File: config.mk
export PLATFORM = sky130hd
export DESIGN_NAME = pot_i2c_slave
export DESIGN_NICKNAME = d
export VERILOG_FILES = /design/src/pot_i2c_slave.v
export VERILOG_INCLUDE_DIRS = /design/src
export SDC_FILE = /design/constraint.sdc
export NUM_CORES = 1
export LEC_CHECK = 0
export BUFFER_PORTS_ARGS = -buffer_cell sky130_fd_sc_hd__buf_2
export CAP_MARGIN = 20
export CORE_ASPECT_RATIO = 1.5
export CORE_MARGIN = 2
export CORE_UTILIZATION = 30
export DETAILED_ROUTE_END_ITERATION = 8
export GPL_ROUTABILITY_DRIVEN = 1
export PLACE_DENSITY = 0.57
export SETUP_SLACK_MARGIN = 0.05
export SLEW_MARGIN = 20
export SYNTH_ARGS = -nofsm -noshare
export SYNTH_HDL_FRONTEND = slang
export SYNTH_SLANG_ARGS = --single-unit
export TNS_END_PERCENT = 20
File: constraint.sdc
create_clock -name clk_sys -period 2.2 [get_ports clk_sys]
set_input_delay 0.44 -clock clk_sys [delete_from_list [all_inputs] [get_ports clk_sys]]
set_output_delay 0.44 -clock clk_sys [all_outputs]
set_load 0.02 [all_outputs]
File: src/pot_slave_consts.vh
// Constants for the dual potentiometer I2C slave
`ifndef POT_SLAVE_CONSTS_VH
`define POT_SLAVE_CONSTS_VH
`define ADDR_FIXED_HI 4'ha
`define REG_WIPER0 8'hf8
`define REG_WIPER1 8'hf9
`define REG_WIPER_BOTH 8'hfa
`define REG_GAIN 8'hfb
`define WIPER_RESET 6'h1f
`define GAIN_RESET 8'h11
`define GAIN_FIRST_RESET 3'h1
`define GAIN_SECOND_RESET 3'h1
`define GAIN_MASK 8'h77
`define NV_COMMIT_TIME_MS 20
`define CLK_HZ 10000000
`define NV_COMMIT_CYCLES (`NV_COMMIT_TIME_MS * (`CLK_HZ / 1000))
`endif

File: src/pot_i2c_slave.v
// I2C slave front end of a dual digital potentiometer with gain buffers
//
// Overview of operation
// - Low three slave address bits come from the three strap pins.
// - Address byte bit 0 selects write (0) or read (1).
// - Address mismatch: ignore bus until the next start.
// - First byte after a write address is the memory address.
// - Live setting updates at data ack; commit starts only after stop.
// - Repeated start ends write without nonvolatile commit.
// - Further data bytes overwrite the same register; pointer holds.
// - During commit time the device does not ack its address.
// - Reads return the register under the address pointer.
// - Dummy write sets pointer, then repeated start and read.
// - F8h/F9h wipers read/write, FAh sets both, low six bits, default 1Fh.
// - FBh holds both gains by nibble, reserved bits zero, default 11h.
// - Write-lock pin high blocks setting and commit changes; reads allowed.
`timescale 1ns/1ns
`include "pot_slave_consts.vh"
module pot_i2c_slave #(
  parameter NV_CYCLES = `NV_COMMIT_CYCLES
) (
  input wire clk_sys,
  input wire nrst,
  input wire scl,
  input wire sda_in,
  output reg sda_out,
  output reg sda_oe,
  input wire addr_strap_bit0,
  input wire addr_strap_bit1,
  input wire addr_strap_bit2,
  input wire write_lock,
  output reg [5:0] wiper_first,
  output reg [5:0] wiper_second,
  output reg [2:0] gain_amp_first,
  output reg [2:0] gain_amp_second,
  output reg nv_commit_busy
);
  // -------------------------------------------------
  // State codes
  // -------------------------------------------------
  localparam ST_IDLE = 5'h01;
  localparam ST_RECV = 5'h02;
  localparam ST_ACK = 5'h04;
  localparam ST_SEND = 5'h08;
  localparam ST_MACK = 5'h10;

  // -------------------------------------------------
  // Input synchronisers
  // -------------------------------------------------
  reg [1:0] scl_sync;
  reg [1:0] sda_sync;
  reg [1:0] strap_sync0;
  reg [1:0] strap_sync1;
  reg [1:0] strap_sync2;
  reg [1:0] lock_sync;
  reg scl_d;
  reg sda_d;
  // Two flops on every pin, then one delay stage on scl and sda for edge finding
  always @(posedge clk_sys or negedge nrst) begin
    if (!nrst) begin
      scl_sync <= 2'h3;
      sda_sync <= 2'h3;
      strap_sync0 <= 2'h0;
      strap_sync1 <= 2'h0;
      strap_sync2 <= 2'h0;
      lock_sync <= 2'h3;
      scl_d <= 1'b1;
      sda_d <= 1'b1;
    end else begin
      scl_sync <= {scl_sync[0], scl};
      sda_sync <= {sda_sync[0], sda_in};
      strap_sync0 <= {strap_sync0[0], addr_strap_bit0};
      strap_sync1 <= {strap_sync1[0], addr_strap_bit1};
      strap_sync2 <= {strap_sync2[0], addr_strap_bit2};
      lock_sync <= {lock_sync[0], write_lock};
      scl_d <= scl_sync[1];
      sda_d <= sda_sync[1];
    end
  end

  // Bus events seen on the synchronised lines
  wire scl_rise = scl_sync[1] & ~scl_d;
  wire scl_fall = ~scl_sync[1] & scl_d;
  wire start_det = scl_sync[1] & scl_d & sda_d & ~sda_sync[1];
  wire stop_det = scl_sync[1] & scl_d & ~sda_d & sda_sync[1];
  wire [6:0] own_addr = {`ADDR_FIXED_HI, strap_sync2[1], strap_sync1[1], strap_sync0[1]};
  wire locked = lock_sync[1];

  // -------------------------------------------------
  // Protocol state
  // -------------------------------------------------
  reg [4:0] state;
  reg [3:0] bit_cnt;
  reg [7:0] shift;
  reg [1:0] byte_idx; // 0 address, 1 memory address, 2 data
  reg read_dir;
  reg [7:0] pointer;
  reg data_written;
  reg [31:0] nv_cnt;

  // Register readback, reserved and unmapped bits read as zero
  reg [7:0] read_val;
  always @* begin
    case (pointer)
      `REG_WIPER0: read_val = {2'h0, wiper_first};
      `REG_WIPER1: read_val = {2'h0, wiper_second};
      `REG_GAIN: read_val = {1'b0, gain_amp_second, 1'b0, gain_amp_first};
      default: read_val = 8'h00;
    endcase
  end

  // Main bus sequencer
  always @(posedge clk_sys or negedge nrst) begin
    if (!nrst) begin
      state <= ST_IDLE;
      bit_cnt <= 4'h0;
      shift <= 8'h00;
      byte_idx <= 2'h0;
      read_dir <= 1'b0;
      pointer <= `REG_WIPER0;
      data_written <= 1'b0;
      nv_cnt <= 32'h0;
      nv_commit_busy <= 1'b0;
      sda_out <= 1'b0;
      sda_oe <= 1'b0;
      wiper_first <= `WIPER_RESET;
      wiper_second <= `WIPER_RESET;
      gain_amp_first <= `GAIN_FIRST_RESET;
      gain_amp_second <= `GAIN_SECOND_RESET;
    end else begin
      // Commit timer runs independent of bus traffic
      if (nv_commit_busy) begin
        if (nv_cnt == 32'h1) begin
          nv_commit_busy <= 1'b0;
        end
        nv_cnt <= nv_cnt - 32'h1;
      end
      if (start_det) begin
        state <= ST_RECV;
        bit_cnt <= 4'h0;
        byte_idx <= 2'h0;
        data_written <= 1'b0;
        sda_oe <= 1'b0;
      end else if (stop_det) begin
        if (data_written && !locked) begin
          nv_commit_busy <= 1'b1;
          nv_cnt <= NV_CYCLES;
        end
        data_written <= 1'b0;
        state <= ST_IDLE;
        sda_oe <= 1'b0;
      end else begin
        case (state)
          ST_IDLE: begin
            sda_oe <= 1'b0;
          end
          ST_RECV: begin
            if (scl_rise) begin
              shift <= {shift[6:0], sda_sync[1]};
              bit_cnt <= bit_cnt + 4'h1;
            end else if (scl_fall && bit_cnt == 4'h8) begin
              bit_cnt <= 4'h0;
              state <= ST_ACK;
              sda_out <= 1'b0;
              sda_oe <= 1'b1;
              if (byte_idx == 2'h0) begin
                read_dir <= shift[0];
                if (shift[7:1] != own_addr || nv_commit_busy) begin
                  sda_oe <= 1'b0;
                  state <= ST_IDLE;
                end
              end else if (byte_idx == 2'h1) begin
                pointer <= shift;
              end else if (!locked) begin
                // lock blocks, live update, same register
                data_written <= 1'b1;
                case (pointer)
                  `REG_WIPER0: wiper_first <= shift[5:0];
                  `REG_WIPER1: wiper_second <= shift[5:0];
                  `REG_WIPER_BOTH: begin
                    wiper_first <= shift[5:0];
                    wiper_second <= shift[5:0];
                  end
                  `REG_GAIN: begin
                    gain_amp_first <= shift[2:0];
                    gain_amp_second <= shift[6:4];
                  end
                  default: data_written <= 1'b0;
                endcase
              end
            end
          end
          ST_ACK: begin
            if (scl_fall) begin
              if (read_dir) begin
                state <= ST_SEND;
                shift <= {read_val[6:0], 1'b0};
                sda_oe <= ~read_val[7];
                sda_out <= 1'b0;
                bit_cnt <= 4'h1;
              end else begin
                state <= ST_RECV;
                sda_oe <= 1'b0;
                if (byte_idx != 2'h2) begin
                  byte_idx <= byte_idx + 2'h1;
                end
              end
            end
          end
          ST_SEND: begin
            if (scl_fall) begin
              if (bit_cnt == 4'h8) begin
                state <= ST_MACK;
                sda_oe <= 1'b0;
              end else begin
                sda_oe <= ~shift[7];
                shift <= {shift[6:0], 1'b0};
                bit_cnt <= bit_cnt + 4'h1;
              end
            end
          end
          ST_MACK: begin
            // Master ack continues the read, nack releases the bus
            if (scl_rise) begin
              if (sda_sync[1]) begin
                state <= ST_IDLE;
              end else begin
                state <= ST_ACK;
              end
            end
          end
          default: state <= ST_IDLE;
        endcase
      end
    end
  end
endmodule // pot_i2c_slave

Word level (Yosys, flattened, before mapping)

Index checks and enable logic that the tools add are counted.

Muxes and demuxes: 69
Bitwise logic cells: 19
Add/sub/neg operators: 3
Reduce and logical (&&, ||, !) cells: 29
Equal/unequal tests: 39

Operators by type and width:

| cell                                                                    | count |
|---|---|
| 32-bit two-way mux                                                      | 4 |
| 5-bit two-way mux                                                       | 8 |
| 8-bit two-way mux                                                       | 5 |
| 4-bit two-way mux                                                       | 9 |
| 32-bit by 1-bit equality test with 1-bit output (second input constant) | 1 |
| 8-bit equality test (second input constant)                             | 4 |
| 32-bit by 1-bit subtractor with 32-bit output (second input constant)   | 1 |
| 1-bit two-way mux                                                       | 28 |
| 4-bit inequality test (second input constant)                           | 7 |
| 7-bit AND reduction                                                     | 4 |
| 9-bit AND reduction                                                     | 3 |
| 5-bit one-hot mux with 5 select lines                                   | 1 |
| 8-bit one-hot mux with 3 select lines                                   | 1 |
| 3-bit inequality test (second input constant)                           | 7 |
| 7-bit one-hot mux with 3 select lines                                   | 1 |
| 2-bit inequality test (second input constant)                           | 10 |
| 2-bit two-way mux                                                       | 6 |
| 4-bit one-hot mux with 3 select lines                                   | 1 |
| 6-bit AND reduction                                                     | 2 |
| 1-bit NOT                                                               | 11 |
| 5-bit AND reduction                                                     | 2 |
| 3-bit two-way mux                                                       | 3 |
| 3-bit nonzero test                                                      | 3 |
| 8-bit AND reduction                                                     | 1 |
| 24 further kinds                                                        | 36 |

Input port bits: 8
Output and inout port bits: 21
Register bits after elaboration: 96
Word-level logic and storage cells: 182

Logic depth before layout (Yosys ltp)

Gate-level depths: netlist (run 1).

Word-level depth: 11
Gate-level depth with buffers: 7

Least setup slack after synthesis (run 1)

No wires, ideal clock.

Path type: register to register
From: register byte_idx[0]
To: register wiper_first[5]
Arrival time: 1.995 ns
Setup time: 0.128 ns
Cell stages (with the launch flop): 7
Slack: 0.077 ns
Path through: dfrtp_1 -> inv_1 -> ha_1 -> or3_1 -> or4_1 -> buf_2 -> mux2_1

Word-level cells in the longest chain between the ends: 3
Elaborated cells on any way between the ends: 5
Classes of those cells: eq/ne: 1; bitwise: 2; reduce/logical: 2

Ends and longest elaborated chain:

| element                                                                           | RTL line                                 | text |
|---|---|---|
| start, declared                                                                   | pot_i2c_slave.v:95                       | `reg [1:0] byte_idx;` |
| start signal, assigned                                                            | pot_i2c_slave.v:205                      | `byte_idx <= byte_idx + 2'h1;` |
| 2-bit by 1-bit equality test with 1-bit output or 2-bit zero test (tied branches) | pot_i2c_slave.v:172, pot_i2c_slave.v:166 |  |
| 1-bit NOT (no source line)                                                        | -                                        |  |
| 9-bit AND reduction (no source line) (*)                                          | -                                        |  |
| end signal, assigned                                                              | pot_i2c_slave.v:126                      | `` wiper_first <= `WIPER_RESET; `` |
| end signal, assigned                                                              | pot_i2c_slave.v:178                      | `` `REG_WIPER0: wiper_first <= shift[5:0]; `` |
| end signal, assigned                                                              | pot_i2c_slave.v:181                      | `wiper_first <= shift[5:0];` |
| end, declared                                                                     | pot_i2c_slave.v:32                       | `output reg [5:0] wiper_first,` |

Mark *: on every way between the ends. The rest lies on a longest branch, timed or not.
A chain may end at the register's enable or synchronous reset.

Worst setup path after layout (run 1)

Ends and elaborated chain as after synthesis.

==> results.sh, run 1 <==
export IMPL_pin_count=29
export IMPL_synth_seq_cells=95
export IMPL_antenna_found_initial=0
export IMPL_setup_violations=0
export IMPL_clock_latency_ns=0.35
export IMPL_drt_iter0_markers=162
export IMPL_layout_common_cells="dfrtp_1, nor2_1, nand2_1"
export IMPL_die_area_um2=17000
export IMPL_rsz0062_at_grt="true"
export IMPL_worst_setup_path_end_kind="flop"
export IMPL_worst_ep_required_time_ns=2.43
export IMPL_cts_tree="yes"
export IMPL_cp_depth=5
export IMPL_clkTransAtPathRegs_ns=0.07
export IMPL_grt_pass1_wl_um=18500
export IMPL_cp_slowest_cell="or4_4"
export IMPL_cp_cell_sequence="inv_1, ha_1, or3_1, or4_4, mux2_1"
export IMPL_port_buffers=27
export IMPL_hold_viol_final=0
export IMPL_cpPeakStageDelay_ns=0.59
export IMPL_critPathKind="flop to flop"
export IMPL_coreArea_um2=15600
export IMPL_final_common_cell="dfrtp_1"
export IMPL_fp_dieH_um=159
export IMPL_rows=56
export IMPL_start_util_pct=30.7
export IMPL_min_path_type="primary input to async pin"
export IMPL_via_per_inst=5.03
export IMPL_layout_setup_ws_ns=0.0832
export IMPL_worst_pin_slew_ns=0.539
export IMPL_synthCells=435
export IMPL_cap_violations=0
export IMPL_synth_edf_count=0
export IMPL_avgSynthCellArea_um2=11.0
export IMPL_place_ws_ns=-0.0262
export IMPL_dp_hpwl_um=8120
export IMPL_grt_max_degree=43
export IMPL_drc_errors=0
export IMPL_grt_pass1_vias=3662
export IMPL_slew_headroom_pct=64.1
export IMPL_n_antenna_cell=0
export IMPL_reg2reg_depth=5
export IMPL_die_x_um=107
export IMPL_cts_buffers_inserted=9
export IMPL_first_pass_iters=4
export IMPL_status="complete, no violations"
export IMPL_period_share_pct=96.2
export IMPL_routed_wl_um=10800
export IMPL_routedWlPerCell_um=15.6
export IMPL_start_kind="flop"
export IMPL_yosys_most_used_dff="dfrtp_1"
export IMPL_post_synth_num_cell_types=67
export IMPL_postSynthNetCount=450
export IMPL_netlist_area_um2=4800
export IMPL_cts_root_buffer_cell="clkbuf_16"
export IMPL_ant_nets=0
export IMPL_crit_arrival_ns=2.35
export IMPL_clock_sinks=95
export IMPL_cp_num_buf_inv=1
export IMPL_async_flop_share_pct=100
export IMPL_p_leak_nw=2.57
export IMPL_track_usage_pct=13.6
export IMPL_dpl_cell_area_um2=5330
export IMPL_peakVddDrop_mv=0.433
export IMPL_power_density_nw_per_um2=656
export IMPL_final_nets=501
export IMPL_grt_remaining_overflow=0
export IMPL_gp_congestion=0.821
export IMPL_ys_seq_area_share_pct=50.2
export IMPL_area_delta_synth_final_pct=17.4
export IMPL_fin_skew_ns=0.00868
export IMPL_stdcell_area_um2=5630
export IMPL_drive_above_1_share_pct=30.8
export IMPL_postCtsSetupBuffers=0
export IMPL_yosysWarnings=0
export IMPL_vias=3492
export IMPL_max_freq_ghz=0.472
export IMPL_clock_path_buffers=2
export IMPL_htree_levels=3
export IMPL_crit_fanout=6
export IMPL_drv_slew=0
export IMPL_fin_crit_ns=2.12
export IMPL_cpLargestDelayFamily="simple AND/OR/NAND/NOR gates"
==> synthesized netlist by cell type (all sizes together), types with 5 or more instances <==
| library cell | number | area [µm²] |
|---|---|---|
| nor3 | 19 | 115 |
| or3 | 10 | 63.8 |
| clkbuf | 8 | 40.0 |
| and3 | 5 | 31.3 |
| a31oi | 5 | 37.5 |
| nor4 | 6 | 65.1 |
| mux2i | 13 | 130 |
| nor3b | 5 | 47.5 |
| dfstp | 26 | 683 |
| or4 | 6 | 48.8 |
| ha | 7 | 87.6 |
| a21oi | 11 | 55.1 |
| mux2 | 35 | 394 |
| dfrtp | 69 | 1730 |
| xor2 | 7 | 61.3 |
| nand3 | 13 | 70.1 |
| nand2b | 7 | 43.8 |
| xnor2 | 18 | 158 |
| inv | 8 | 30.0 |
| o21ai | 18 | 90.1 |
| nor2 | 38 | 148 |
| o31ai | 6 | 45.0 |
| a22o | 6 | 52.6 |
| nand2 | 34 | 128 |
| nor2b | 8 | 50.1 |
| buf | 7 | 52.6 |
==> sequential cells by signal (all words and copies together), names as in the netlist, 2 cells and up <==
register         cells
wiper_first          6
state                5
gain_amp_first       3
sda_sync             2
lock_sync            2
bit_cnt              4
shift                8
wiper_second         6
scl_sync             2
byte_idx             2
gain_amp_second      3
strap_sync2          2
nv_cnt              32
strap_sync1          2
strap_sync0          2
pointer              8
==> area by class of cell <==
class                   instances  area [µm²]
inverters                       8        30.0
repair buffers                 55         360
well taps                     203         254
clock buffers                   9         225
flip-flops and latches         95        2410
multi-input cells             317        2290
clock inverters                 7        61.3
fillers                      1579        9990
==> stage by stage <==
step	util, %	setup TNS [ns]	total power (W)	std cells	hold WS, ns
final	36.1	0	0.00370	694	0.0636
after global routing	36.1	0	0.00387	694	0.101
after CTS	36.0	0	0.00374	694	0.0819
after detailed placement	34.1	-0.0308	0.00221	678	0.335
after global placement	34.1	0	0.00221	678	0.331
after floorplan	-	0	0.00209	435	0.144
==> routing by layer <==
metal / global-route usage [%] / share of wire, % / vias to the layer above
met2: 25.0 / 55 / 53
met5: 0 / 0 / -
met1: 15.1 / 40 / 1765
met4: 6.14 / 1.9 / 0
li1: - / - / 1658
met3: 2.09 / 2.4 / 16
==> report_power, final <==
group / switching (W) / internal [W] / leakage (nW)
logic: 0.000193 / 0.000132 / 1.22
registers: 0.0000534 / 0.00180 / 1.22
clock network: 0.000726 / 0.000789 / 0.135
total: 0.000972 / 0.00272 / 2.57
==> final timing paths <==
check / startpoint / end / slack [ns]
worst max-delay path: byte_idx[0] / wiper_first[5] / 0.08
worst min-delay path: nrst / pointer[2] / 0.06
worst max register to register: byte_idx[0] / wiper_first[5] / 0.08
min in group clk_sys: write_lock / lock_sync[0] / 0.19
worst min register to register: strap_sync1[0] / strap_sync1[1] / 0.35
max in group asynchronous: nrst / state[0] / 1.46
==> worst reg2reg max path, delay by kind of cell, from the launching register on <==
kind / cells / cell delay, ns
buffers and inverters: 1 / 0.08
DFF: 1 / 0.40
muxes: 1 / 0.33
adders and majority gates: 1 / 0.21
and+or+nand+nor: 2 / 0.98
==> logic make-up (layout without fill, tap and decap cells) <==
kind of cell    after synthesis  count (layout)  synth area share [%]
compound gates               62              62                  8.65
buf+inv                      23              79                  2.55
simple gates                174             174                  21.2
mux                          48              48                  10.9
other cells                   1               1                0.0781
flops                        95              95                  50.2
fa+ha+maj                     7               7                  1.82
xor+xnor                     25              25                  4.56
==> repair_timing <==
| action | CTS | global route |
|---|---|---|
| hold endpoints to repair | 0 | 0 |
| pin swaps | 0 | 1 |
| endpoints found under the setup margin | 6 | 27 |
| hold buffers | 0 | 0 |
| resized for setup | 1 | 3 |
Power figures use the tool's default switching activity.
==> run 2: changes to the inputs <==
--- a/config.mk
+++ b/config.mk
@@ -10,10 +10,10 @@
 export CAP_MARGIN = 20
 export CORE_ASPECT_RATIO = 1.5
 export CORE_MARGIN = 2
-export CORE_UTILIZATION = 30
+export CORE_UTILIZATION = 39
 export DETAILED_ROUTE_END_ITERATION = 8
 export GPL_ROUTABILITY_DRIVEN = 1
-export PLACE_DENSITY = 0.57
+export PLACE_DENSITY = 0.67
 export SETUP_SLACK_MARGIN = 0.05
 export SLEW_MARGIN = 20
 export SYNTH_ARGS = -nofsm -noshare
==> run 2 against run 1 <==
Net effect: total power up 1.9%; highest routed layer unchanged; maximum frequency up 2.5%; non-clock buffer count down 2; clock-buffer cell count up 2; flip-flop and latch count unchanged; core utilization up 10 points; worst hold slack worse by 0.017 ns; clock skew up 0.0014 ns; setup slack better by 0.051 ns.
==> results.sh, run 2 (synthesis results as in run 1) <==
export IMPL_fin_crit_ns=2.07
export IMPL_port_buffers=27
export IMPL_grt_max_degree=45
export IMPL_pin_count=29
export IMPL_ant_nets=0
export IMPL_grt_remaining_overflow=0
export IMPL_vias=3523
export IMPL_critPathKind="flop to flop"
export IMPL_clock_sinks=95
export IMPL_cts_buffers_inserted=9
export IMPL_peakVddDrop_mv=0.652
export IMPL_max_freq_ghz=0.484
export IMPL_antenna_found_initial=0
export IMPL_cts_tree="yes"
export IMPL_crit_fanout=6
export IMPL_met2WireLength_um=5630
export IMPL_htree_levels=3
export IMPL_clkTransAtPathRegs_ns=0.07
export IMPL_fp_dieH_um=140
export IMPL_track_usage_pct=17.4
export IMPL_period_share_pct=93.9
export IMPL_min_path_type="primary input to async pin"
export IMPL_wl_met3_um=356
export IMPL_die_area_um2=13200
export IMPL_reg2reg_depth=5
export IMPL_start_util_pct=39.9
export IMPL_drive_above_1_share_pct=31.1
export IMPL_area_delta_synth_final_pct=16.6
export IMPL_final_common_cell="dfrtp_1"
export IMPL_cap_violations=0
export IMPL_power_density_nw_per_um2=673
export IMPL_drv_slew=0
export IMPL_postCtsSetupBuffers=0
export IMPL_status="complete, no violations"
export IMPL_worst_ep_required_time_ns=2.43
export IMPL_final_core_util_pct=46.6
export IMPL_rows=49
export IMPL_drc_errors=0
export IMPL_hold_buffers=0
export IMPL_fillers=1157
export IMPL_gp_congestion=0.874
export IMPL_final_nets=499
export IMPL_cts_root_buffer_cell="clkbuf_16"
export IMPL_die_x_um=94.6
export IMPL_hold_viol_final=0
export IMPL_dp_hpwl_um=7670
export IMPL_first_pass_iters=4
export IMPL_routed_top_layer="met4"
export IMPL_via_per_inst=5.49
export IMPL_wl_met1_um=4390
export IMPL_setup_violations=0
export IMPL_grt_pass1_vias=3580
export IMPL_grt_pass1_wl_um=18000
export IMPL_clock_path_buffers=2
export IMPL_slew_headroom_pct=62.3
export IMPL_reg2reg_setup_slack_ns=0.13
export IMPL_max_flop_register="nv_cnt"
export IMPL_drt_iter0_markers=173
export IMPL_rsz0062_at_grt="true"
export IMPL_worst_pin_slew_ns=0.561
export IMPL_worst_setup_path_end_kind="flop"
export IMPL_reg_top3="nv_cnt (32), pointer (8), shift (8)"
export IMPL_p_leak_nw=2.58
export IMPL_routed_wl_um=10700
export IMPL_routedWlPerCell_um=16.6
export IMPL_clock_latency_ns=0.35
export IMPL_largest_reg_flops=32
export IMPL_tns_ns=0
export IMPL_fin_skew_ns=0.0101
export IMPL_start_kind="flop"
export IMPL_coreArea_um2=12000
export IMPL_crit_arrival_ns=2.30
export IMPL_n_antenna_cell=0
export IMPL_layout_common_cells="dfrtp_1, nor2_1, nand2_1"
run 2: cell count changes in the layout (fill, tap and decap cells not counted), moves of 2 or more:
cell | before | now
buf_4 | 28 | 24
clkbuf_1 | 0 | 2
clkinv_2 | 0 | 2
clkinvlp_4 | 2 | 0
inv_1 | 8 | 6
inv_2 | 0 | 2
nand3_2 | 2 | 0
run 2: layout make-up:
type / instances / area, µm² / share of cell area (%)
clock buffer: 11 / 233 / 4.16
multi-input combinational: 317 / 2310 / 41.3
timing repair buffer: 53 / 362 / 6.46
clock inverter: 5 / 57.6 / 1.03
tap: 153 / 191 / 3.42
inverter: 8 / 30.0 / 0.537
sequential: 95 / 2410 / 43.1
run 2: power by group:
group	total, W	internal, W	switching (W)
sequential	0.00186	0.00180	0.0000536
combinational	0.000348	0.000142	0.000207
clock	0.00156	0.000887	0.000672
run 2: path summary, 6_finish.rpt:
path,end,start
worst max register to register,wiper_first[5],byte_idx[0]
worst max-delay path,wiper_first[5],byte_idx[0]
worst min-delay path,gain_amp_first[2],nrst
max in group asynchronous,scl_d,nrst
worst min register to register,strap_sync0[1],strap_sync0[0]
min in group clk_sys,scl_sync[0],scl
run 2: through the flow:
| stage | instance area, µm² | total power (W) | setup slack, ns | instances | hold slack (ns) |
|---|---|---|---|---|---|
| finish | 5590 | 0.00377 | 0.134 | 642 | 0.0461 |
| global route | 5590 | 0.00391 | -0.00291 | 642 | 0.0795 |
| CTS | 5560 | 0.00378 | 0.0700 | 642 | 0.0635 |
| detailed placement | 5270 | 0.00223 | 0.0150 | 626 | 0.336 |
| global placement | 5270 | 0.00223 | 0.0472 | 626 | 0.332 |
| floorplan | 4800 | 0.00209 | 0.0772 | 435 | 0.144 |
run 2: what timing repair did:
item | in CTS | in global routing
pin swaps | 0 | 3
setup endpoints to repair | 6 | 28
gates resized for setup | 1 | 10
run 2: worst max-delay path, stage by stage (launching register included):
cell     delay [ns]
dfrtp_1        0.37
inv_1          0.07
ha_1           0.21
or3_4          0.40
or4_4          0.58
mux2_1         0.33
run 2: routing by layer:
metal / GRT usage (%) / vias up
li1: - / 1664
met1: 21.3 / 1762
met2: 30.0 / 76
met3: 3.36 / 21
met4: 6.64 / 0
met5: 0 / -
